## src/gotr_pkg.sv

```systemverilog
package gotr_pkg;

  // register addresses on the serial-port register space
  localparam logic [7:0] ADDR_PATH_CTRL      = 8'h27;
  localparam logic [7:0] ADDR_OFFSET_LOW     = 8'h3b;
  localparam logic [7:0] ADDR_OFFSET_HIGH    = 8'h3c;
  localparam logic [7:0] ADDR_DIGITAL_GAIN   = 8'h3f;
  localparam logic [7:0] ADDR_RISE_STEP      = 8'h41;
  localparam logic [7:0] ADDR_FALL_STEP      = 8'h42;
  localparam logic [7:0] ADDR_GATE_CTRL      = 8'h43;
  localparam logic [7:0] ADDR_SHUTDOWN_CTRL  = 8'h44;

  // field positions
  localparam int BIT_PATH_ENABLE      = 5;
  localparam int BIT_OUTPUT_STATUS    = 7;
  localparam int BIT_OUTPUT_RESTORE   = 6;
  localparam int BIT_RAMP_ENABLE      = 2;
  localparam int BIT_SLEEP_ENABLE     = 1;
  localparam int BIT_POWERDOWN_ENABLE = 0;
  localparam int BIT_CUTOFF_MASTER    = 7;
  localparam int BIT_WARNING_CUTOFF   = 3;
  localparam int BIT_ERROR_CUTOFF     = 0;

  // widths
  localparam int GAIN_W   = 6;
  localparam int SAMPLE_W = 16;
  localparam int FRAC_W   = 5;

  // reset values
  localparam logic [7:0] RST_PATH_CTRL     = 8'h00;
  localparam logic [7:0] RST_OFFSET_LOW    = 8'h00;
  localparam logic [7:0] RST_OFFSET_HIGH   = 8'h00;
  localparam logic [5:0] RST_DIGITAL_GAIN  = 6'h20;
  localparam logic [5:0] RST_RISE_STEP     = 6'h01;
  localparam logic [5:0] RST_FALL_STEP     = 6'h01;
  localparam logic [2:0] RST_GATE_CTRL     = 3'h7;
  localparam logic [7:0] RST_SHUTDOWN_CTRL = 8'h8f;

  // last divider count: gain is stepped when the divider reaches this value, once every four converter clocks
  localparam logic [1:0] STEP_DIV_LAST = 2'h3;

  // gain ramp states
  typedef enum logic [1:0] {
    GS_OFF  = 2'b00,
    GS_RISE = 2'b01,
    GS_ON   = 2'b10,
    GS_FALL = 2'b11
  } gotr_ramp_type;

endpackage : gotr_pkg

```

## src/gotr_top.sv

```systemverilog
`timescale 1ns/1ps
module gotr_top
  import gotr_pkg::*;
(
  // clock and reset
  input  wire logic                i_clk_sys,
  input  wire logic                i_rst,
  // register access from the serial port
  input  wire logic [7:0]          i_reg_addr,
  input  wire logic [7:0]          i_reg_wdata,
  input  wire logic                i_reg_wr,
  input  wire logic                i_reg_rd,
  output logic      [7:0]          o_reg_rdata,
  // gate pin and sample buffer flags
  input  wire logic                i_transmit_gate_pin,
  input  wire logic                i_buffer_warning,
  input  wire logic                i_buffer_error,
  // sample stream
  input  wire logic [SAMPLE_W-1:0] i_sample,
  output logic      [SAMPLE_W-1:0] o_sample,
  // power and output state
  output logic                     o_output_on,
  output logic                     o_sleep,
  output logic                     o_power_down,
  output logic      [GAIN_W-1:0]   o_applied_gain
);

  // whole module state in one record
  typedef struct packed {
    logic                path_en;          // gain_offset_path_enable
    logic [7:0]          offset_low;       // dc_offset_low_byte
    logic [7:0]          offset_high;      // dc_offset_high_byte
    logic [GAIN_W-1:0]   gain_target;      // digital_gain_setting
    logic [GAIN_W-1:0]   rise_step;        // in units of 2^-4
    logic [GAIN_W-1:0]   fall_step;        // in units of 2^-4
    logic                ramp_en;          // gate_ramp_enable
    logic                sleep_en;         // gate_sleep_enable
    logic                pd_en;            // gate_powerdown_enable
    logic                cut_master;       // cutoff master enable
    logic                warn_cut_en;      // buffer_warning_cutoff_enable
    logic                err_cut_en;       // buffer_error_cutoff_enable
    logic                out_off;          // automatic shut-off is active
    gotr_ramp_type       ramp;             // ramp state
    logic [1:0]          div;              // four-clock step divider
    logic [GAIN_W-1:0]   gain;             // applied gain, units of 2^-5
    logic [SAMPLE_W-1:0] sample;           // output sample
    logic                sleep;            // sleep request
    logic                pd;               // power-down request
    logic [7:0]          rdata;            // read data
  } gotr_state_type;

  gotr_state_type st_r;   // registered state
  gotr_state_type st_nxt; // next state

  // combinational helpers
  logic                       run;        // output should be on
  logic                       cut_set;    // shut-off event this cycle
  logic                       restore;    // manual restore written
  logic                       tick;       // one gain step due
  logic [GAIN_W+1:0]          up_sum;     // gain plus rise step
  logic [GAIN_W:0]            up_inc;     // rise step in 2^-5 units
  logic [GAIN_W:0]            dn_dec;     // fall step in 2^-5 units
  logic signed [SAMPLE_W+7:0] product;    // sample times gain
  logic signed [SAMPLE_W+7:0] summed;     // scaled plus offset
  logic signed [SAMPLE_W+7:0] max_s;      // positive limit
  logic signed [SAMPLE_W+7:0] min_s;      // negative limit

  // next-state logic: register file, shut-off, ramp and datapath
  always_comb
  begin
    st_nxt  = st_r;
    restore = 1'b0;
    // register writes; unmapped addresses are ignored
    if (i_reg_wr)
    begin
      case (i_reg_addr)
        ADDR_PATH_CTRL:     st_nxt.path_en = i_reg_wdata[BIT_PATH_ENABLE];
        ADDR_OFFSET_LOW:    st_nxt.offset_low = i_reg_wdata;
        ADDR_OFFSET_HIGH:   st_nxt.offset_high = i_reg_wdata;
        ADDR_DIGITAL_GAIN:  st_nxt.gain_target = i_reg_wdata[GAIN_W-1:0];
        ADDR_RISE_STEP:     st_nxt.rise_step = i_reg_wdata[GAIN_W-1:0];
        ADDR_FALL_STEP:
        begin
          st_nxt.fall_step = i_reg_wdata[GAIN_W-1:0];
          restore          = i_reg_wdata[BIT_OUTPUT_RESTORE];
        end
        ADDR_GATE_CTRL:
        begin
          st_nxt.ramp_en  = i_reg_wdata[BIT_RAMP_ENABLE];
          st_nxt.sleep_en = i_reg_wdata[BIT_SLEEP_ENABLE];
          st_nxt.pd_en    = i_reg_wdata[BIT_POWERDOWN_ENABLE];
        end
        ADDR_SHUTDOWN_CTRL:
        begin
          st_nxt.cut_master  = i_reg_wdata[BIT_CUTOFF_MASTER];
          st_nxt.warn_cut_en = i_reg_wdata[BIT_WARNING_CUTOFF];
          st_nxt.err_cut_en  = i_reg_wdata[BIT_ERROR_CUTOFF];
        end
        default:
        begin
          // nothing stored
        end
      endcase
    end

    // shut-off flag: a buffer event in the restore cycle still wins
    cut_set = st_r.cut_master & ((st_r.warn_cut_en & i_buffer_warning)
                               | (st_r.err_cut_en & i_buffer_error));
    st_nxt.out_off = cut_set | (st_r.out_off & ~restore);

    // gate pin low or an active cut both drive the gain to zero
    run    = i_transmit_gate_pin & ~st_nxt.out_off;
    st_nxt.div = st_r.div + 2'h1;
    tick   = (st_r.div == STEP_DIV_LAST);
    // steps weigh 2^-4, applied gain weighs 2^-5, hence the shift
    up_inc = {st_r.rise_step, 1'b0};
    dn_dec = {st_r.fall_step, 1'b0};
    up_sum = {2'b00, st_r.gain} + {1'b0, up_inc};

    if (!st_r.ramp_en)
    begin
      // no ramp: gain switches in one step with the gate
      st_nxt.gain = run ? st_r.gain_target : '0;
      st_nxt.ramp = run ? GS_ON : GS_OFF;
    end
    else
    begin
      unique case (st_r.ramp)
        GS_OFF:
        begin
          st_nxt.gain = '0;
          if (run)
            st_nxt.ramp = GS_RISE;
        end
        GS_RISE:
        begin
          if (!run)
            st_nxt.ramp = GS_FALL;
          else if (tick)
          begin
            // clamp at the target so an odd step cannot overshoot
            if (up_sum >= {2'b00, st_r.gain_target})
            begin
              st_nxt.gain = st_r.gain_target;
              st_nxt.ramp = GS_ON;
            end
            else
              st_nxt.gain = up_sum[GAIN_W-1:0];
          end
        end
        GS_ON:
        begin
          // tracks a new target at once; only turning on and off (gate pin or shut-off) is ramped
          st_nxt.gain = st_r.gain_target;
          if (!run)
            st_nxt.ramp = GS_FALL;
        end
        GS_FALL:
        begin
          if (run)
            st_nxt.ramp = GS_RISE;
          else if (tick)
          begin
            if ({1'b0, st_r.gain} <= dn_dec)
            begin
              st_nxt.gain = '0;
              st_nxt.ramp = GS_OFF;
            end
            else
              st_nxt.gain = st_r.gain - dn_dec[GAIN_W-1:0];
          end
        end
      endcase
    end

    // low-power requests follow the gate pin directly
    st_nxt.sleep = st_r.sleep_en & ~i_transmit_gate_pin;
    st_nxt.pd    = st_r.pd_en & ~i_transmit_gate_pin;

    // datapath: gain first, then offset, then saturate
    // widen before the multiply so full gain times full scale cannot wrap
    product = ($signed({{8{i_sample[SAMPLE_W-1]}}, i_sample})
               * $signed({18'h00000, st_r.gain})) >>> FRAC_W;
    summed  = product + 24'($signed({st_r.offset_high, st_r.offset_low}));
    max_s   = 24'sh007fff;
    min_s   = -24'sh008000;
    if (!st_r.path_en)
      st_nxt.sample = i_sample;
    else if (summed > max_s)
      st_nxt.sample = 16'h7fff;
    else if (summed < min_s)
      st_nxt.sample = 16'h8000;
    else
      st_nxt.sample = summed[SAMPLE_W-1:0];

    // register reads; restore bit always reads back as zero
    if (i_reg_rd)
    begin
      case (i_reg_addr)
        ADDR_PATH_CTRL:     st_nxt.rdata = 8'(st_r.path_en) << BIT_PATH_ENABLE;
        ADDR_OFFSET_LOW:    st_nxt.rdata = st_r.offset_low;
        ADDR_OFFSET_HIGH:   st_nxt.rdata = st_r.offset_high;
        ADDR_DIGITAL_GAIN:  st_nxt.rdata = {2'b00, st_r.gain_target};
        ADDR_RISE_STEP:     st_nxt.rdata = {2'b00, st_r.rise_step};
        ADDR_FALL_STEP:     st_nxt.rdata = {st_r.out_off, 1'b0, st_r.fall_step};
        ADDR_GATE_CTRL:     st_nxt.rdata = {5'h00, st_r.ramp_en, st_r.sleep_en, st_r.pd_en};
        ADDR_SHUTDOWN_CTRL: st_nxt.rdata = {st_r.cut_master, 3'h0, st_r.warn_cut_en,
                                            2'h0, st_r.err_cut_en};
        default:            st_nxt.rdata = 8'h00;
      endcase
    end
  end

  // state register with reset values
  always_ff @(posedge i_clk_sys or posedge i_rst)
  begin
    if (i_rst)
    begin
      st_r.path_en     <= RST_PATH_CTRL[BIT_PATH_ENABLE];
      st_r.offset_low  <= RST_OFFSET_LOW;
      st_r.offset_high <= RST_OFFSET_HIGH;
      st_r.gain_target <= RST_DIGITAL_GAIN;
      st_r.rise_step   <= RST_RISE_STEP;
      st_r.fall_step   <= RST_FALL_STEP;
      st_r.ramp_en     <= RST_GATE_CTRL[BIT_RAMP_ENABLE];
      st_r.sleep_en    <= RST_GATE_CTRL[BIT_SLEEP_ENABLE];
      st_r.pd_en       <= RST_GATE_CTRL[BIT_POWERDOWN_ENABLE];
      st_r.cut_master  <= RST_SHUTDOWN_CTRL[BIT_CUTOFF_MASTER];
      st_r.warn_cut_en <= RST_SHUTDOWN_CTRL[BIT_WARNING_CUTOFF];
      st_r.err_cut_en  <= RST_SHUTDOWN_CTRL[BIT_ERROR_CUTOFF];
      st_r.out_off     <= 1'b0;
      st_r.ramp        <= GS_OFF;
      st_r.div         <= 2'h0;
      st_r.gain        <= '0;
      st_r.sample      <= '0;
      st_r.sleep       <= 1'b0;
      st_r.pd          <= 1'b0;
      st_r.rdata       <= 8'h00;
    end
    else
      st_r <= st_nxt;
  end

  // outputs straight from the state record
  assign o_reg_rdata    = st_r.rdata;
  assign o_sample       = st_r.sample;
  assign o_output_on    = ~st_r.out_off;
  assign o_sleep        = st_r.sleep;
  assign o_power_down   = st_r.pd;
  assign o_applied_gain = st_r.gain;

endmodule : gotr_top

```

## config.mk

```make
export PLATFORM = sky130hd
export DESIGN_NAME = gotr_top
export DESIGN_NICKNAME = d
export VERILOG_FILES = /design/src/gotr_pkg.sv /design/src/gotr_top.sv
export SDC_FILE = /design/constraint.sdc
export NUM_CORES = 1
export LEC_CHECK = 0
export ABC_AREA = 1
export BUFFER_PORTS_ARGS = -buffer_cell sky130_fd_sc_hd__buf_2
export CORE_MARGIN = 2
export CORE_UTILIZATION = 50
export CTS_CLUSTER_DIAMETER = 100
export DETAILED_ROUTE_END_ITERATION = 7
export GPL_TIMING_DRIVEN = 0
export PLACE_DENSITY = 0.68
export SLEW_MARGIN = 20
export SYNTH_ARGS = -nofsm -noshare
export SYNTH_HDL_FRONTEND = slang
export SYNTH_SLANG_ARGS = --single-unit
```

## constraint.sdc

```tcl
create_clock -name i_clk_sys -period 7.65 [get_ports i_clk_sys]
set_clock_uncertainty 0.2 [all_clocks]
set_input_delay 0.765 -clock i_clk_sys [delete_from_list [all_inputs] [get_ports i_clk_sys]]
set_output_delay 0.765 -clock i_clk_sys [all_outputs]
set_load 0.02 [all_outputs]
```

# After elaboration in Yosys (flattened, before gate mapping)
# Cells that the tools add are included.
[op_classes]
add_sub_neg = 4
multipliers = 1
order_cmp = 4
eq_ne = 22
n_mux = 26
bitwise_logic = 13
n_reduce_logical = 11
[ops]
columns = ["op", "n"]
rows = [
  ["8-bit case mux with 8 select lines", 1],
  ["16-bit two-way mux", 3],
  ["6-bit two-way mux", 8],
  ["8-bit by 6-bit == test with 1-bit output, second input constant", 4],
  ["8-bit by 7-bit == test with 1-bit output, second input constant", 4],
  ["6-bit case mux with 4 select lines", 1],
  ["16-bit by 7-bit multiplier with 23-bit output", 1],
  ["2-bit two-way mux", 10],
  ["18-bit by 16-bit adder with 19-bit output", 1],
  ["19-bit by 16-bit > comparator with 1-bit output, second input constant", 1],
  ["19-bit by 16-bit less-than comparator with 1-bit output, second input constant", 1],
  ["3-bit inequality test, second input constant", 6],
  ["4-bit inequality test, second input constant", 4],
  ["2-bit AND reduction", 8],
  ["6-bit by 7-bit adder with 8-bit output", 1],
  ["8-bit by 6-bit >= comparator with 1-bit output", 1],
  ["2-bit case mux with 4 select lines", 1],
  ["1-bit AND", 7],
  ["6-bit by 7-bit less-or-equal comparator with 1-bit output", 1],
  ["2-bit == test, second input constant", 3],
  ["6-bit AND reduction", 1],
  ["6-bit subtractor", 1],
  ["1-bit inverter", 4],
  ["4-bit AND reduction", 1],
  ["other kinds (5)", 7],
]
[word_totals]
reg_bits = 78
inputBits = 39
word_cells = 101

# Depth between registers and ports, before layout
[depth]
word_depth = 11
mapped_depth = 38
ltp_nobuf = 35

# Worst setup path after synthesis
# Ideal clock, no wire load.
[synth_path]
kind = "reg-to-reg"
startpoint = "reg st_r, in the netlist o_applied_gain[2]"
endpoint = "reg st_r, in the netlist o_sample[10]"
setup_time_ps = 120
t_arrival_ps = 5991
path_slack_ps = 1339
path_stages_with_launch = 34
cell_sequence = "dfrtp_1 > clkbuf_1 > clkbuf_1 > nand2_1 > inv_1 > fa_1 > fa_1 > fa_1 > inv_1 > fa_1 > inv_1 > ha_1 > a21oi_1 > o21ai_0 > a21oi_1 > nand2_1 > a21oi_1 > nor2_1 > nor2_1 > xor2_1 > ha_1 > nand2_1 > inv_1 > nand2_1 > nand2_1 > a21oi_2 > nand2_1 > nand2_1 > nand2_1 > nor2_2 > nand2_2 > a21oi_4 > buf_12 > a21oi_2"
[synth_rtl]
columns = ["item", "line", "source"]
rows = [
  ["start: declaration", "gotr_top.sv:52", "gotr_state_type st_r;"],
  ["start signal: assignment", "gotr_top.sv:241", "st_r <= st_nxt;"],
]

==> impl_metrics.env <==
export IMPL_status="completed"
export IMPL_reg2reg_slack_ps=480
export IMPL_postCtsSetupBuffers=0
export IMPL_root_buffer="clkbuf_16"
export IMPL_gp_congestion=0.904
export IMPL_cp_num_cells=32
export IMPL_arrival_ps=7220
export IMPL_min_path_cells=1
export IMPL_max_stage_delay_ps=560
export IMPL_avgSynthCellArea_um2=7.18
export IMPL_clkTransAtPathRegs_ps=60
export IMPL_dp_hpwl_mm=19.2
export IMPL_placementRows=49
export IMPL_slew_violations=0
export IMPL_core_area_um2=18100
export IMPL_setup_tns_ps=0
export IMPL_cts_sinks=78
export IMPL_synthFlopType="dfrtp_1"
export IMPL_initial_core_util=0.513
export IMPL_yosysTopAreaCellShare=0.186
export IMPL_grt_pass1_vias=7885
export IMPL_die_w_um=140
export IMPL_drv_cap=0
export IMPL_antenna_found_initial=0
export IMPL_p_leak_nw=6.28
export IMPL_grt_overflow_total=0
export IMPL_wl_per_cell_um=14.7
export IMPL_clk_path_buf_depth=2
export IMPL_grt_max_degree=42
export IMPL_yosys_warnings=0
export IMPL_fmax_mhz=139
export IMPL_diodes=0
export IMPL_synth_edf_count=0
export IMPL_netlist_instances=1293
export IMPL_design_area_um2=10300
export IMPL_r2r_start="o_applied_gain[3]"
export IMPL_yosys_area_top_type="dfrtp_1"
export IMPL_power_density_nw_per_um2=132
export IMPL_placed_cell_area_um2=9940
export IMPL_post_route_drc_count=0
export IMPL_setup_viol=0
export IMPL_htree_levels=3
export IMPL_worst_r2r_cell_count=32
export IMPL_seq_area_frac_synth=0.211
export IMPL_synthArstFlopShare=1.00
export IMPL_area_growth_pct=10.5
export IMPL_wl_mm=23.6
export IMPL_nets=1566
export IMPL_setup_worst_path_start_class="register"
export IMPL_die_h_um=140
export IMPL_via_per_inst=5.08
export IMPL_worstPathMaxFanout=10
export IMPL_end_kind="register"
export IMPL_drive_gt1_frac=0.131
export IMPL_dieArea_um2=19700
export IMPL_crit_top_cell="nand2_1"
export IMPL_cts_tree="done"
export IMPL_tightestPinTransition_ps=529
export IMPL_pin_count=72
export IMPL_syn_area_um2=9290
export IMPL_cpLargestDelayFamily="adder cells"
export IMPL_cts_buffers=9
export IMPL_hold_viol=0
export IMPL_dr_pass1_iters=5
export IMPL_irDropWorstVdd_v=0.000111
export IMPL_synth_seq_cells=78
export IMPL_hold_buffers=0
export IMPL_yosys_cell_types_count=49
export IMPL_ant_nets=0
export IMPL_whs_ps=228
export IMPL_period_share=0.937
export IMPL_synthTopCellsByArea="dfrtp_1 19%, nand2_1 15%, fa_1 15%, ha_1 11%, inv_1 11%"
export IMPL_portBuffers=70
export IMPL_hold_end="st_r[32]"
export IMPL_rsz0062_at_grt="no"
export IMPL_path_buf_inv=6
export IMPL_r2r_end="o_sample[6]"
export IMPL_grt_pass1_wl_mm=39.5
export IMPL_track_usage=0.252
export IMPL_worst_setup_path_type="register to register"
export IMPL_vias=8173
export IMPL_critPathSlowestCell="fa_1"
export IMPL_synth_nets=1485
export IMPL_clk_latency_ps=340
export IMPL_worstHoldStart="st_r[32]"
export IMPL_fin_crit_ps=7170
export IMPL_hold_path_class="register to register"
export IMPL_first_iter_violations=563
export IMPL_critical_path_required_ps=7700
export IMPL_cts_resized=1
export IMPL_slew_headroom=0.647
power by group:
group	internal, W	total (W)	switching (W)
clock	0.000263	0.000442	0.000178
sequential	0.000436	0.000455	0.0000189
combinational	0.000163	0.000455	0.000292
total	0.000861	0.00135	0.000490
Yosys cell counts, types with 17 or more instances:
master / number
clkbuf_1: 17
nand2_1: 373
inv_1: 260
nor2_1: 66
o21ai_0: 67
dfrtp_1: 69
ha_1: 84
xor2_1: 29
fa_1: 69
a21oi_1: 48
buf_4: 30
nand3_1: 47
final cells by class:
cell class              count  area (µm²)
repair buffers             71         370
flip-flops and latches     78        1960
multi-input cells         897        5990
clock buffers              10         239
well taps                 229         287
clock inverters             6        68.8
inverters                 263         990
plain buffers              54         354
fillers                  1778        7820
registers in the layout, indices dropped and copies added, names as in the netlist:
register,cells
st_r,40
o_sample,16
o_reg_rdata,8
dn_dec,6
o_applied_gain,6
o_power_down,1
o_sleep,1
worst max path at each step:
stage / end / start / slack (ps)
after global routing: o_sample[6] / o_applied_gain[3] / 30
after floorplan: o_sample[10] / o_applied_gain[2] / 1340
after detailed placement: o_sample[6] / o_applied_gain[2] / -20
final: o_sample[6] / o_applied_gain[3] / 480
after global placement: o_sample[6] / o_applied_gain[2] / 50
after CTS: o_sample[6] / o_applied_gain[3] / 100
layout by cell type, fill, tap and decap left out, types with 14 or more instances in the layout:
cell     synthesis  routed
xor2_1          29      29
nand2_1        373     373
a21oi_2         13      14
dfrtp_1         69      68
fa_1            69      69
o21ai_0         67      67
buf_2            4      74
nand3_1         47      47
inv_1          260     259
a21oi_1         48      47
nor2_1          66      66
ha_1            84      84
nor3_1          15      15
buf_4           30      30
metal layers:
| layer | track usage | vias to the layer above | routed length (µm) |
|---|---|---|---|
| li1 | - | 4126 | - |
| met1 | 0.377 | 3805 | 11500 |
| met2 | 0.390 | 216 | 10200 |
| met3 | 0.0345 | 26 | 1400 |
| met4 | 0.0564 | 0 | 414 |
| met5 | 0 | - | 0 |
worst register-to-register path, delay by kind of cell, from the launching register on:
| kind | cells | cell delay (ps) |
|---|---|---|
| DFF | 1 | 460 |
| xor gates and xnor gates | 1 | 240 |
| buffers and inverters | 6 | 830 |
| AOI/OAI and AO/OA | 7 | 1450 |
| and+or+nand+nor | 12 | 1110 |
| adders and majority gates | 6 | 2800 |
logic make-up after synthesis:
family / synth area share
adders and majority gates: 0.262
muxes: 0.00121
DFF: 0.211
buffers and inverters: 0.144
and+or+nand+nor: 0.239
AOI/OAI and AO/OA: 0.104
xor gates and xnor gates: 0.0387
per-stage QoR:
stage	setup slack, ps	instances	util	total power (W)
6_report	479	1608	0.567	0.00135
5_1_grt	28.4	1608	0.567	0.00144
4_1_cts	104	1609	0.567	0.00136
3_5_place_dp	-23.4	1593	0.550	0.000912
3_3_place_gp	52.9	1592	0.549	0.000905
2_1_floorplan	1340	1293	-	0.000789
Power figures use the tool's default switching activity.
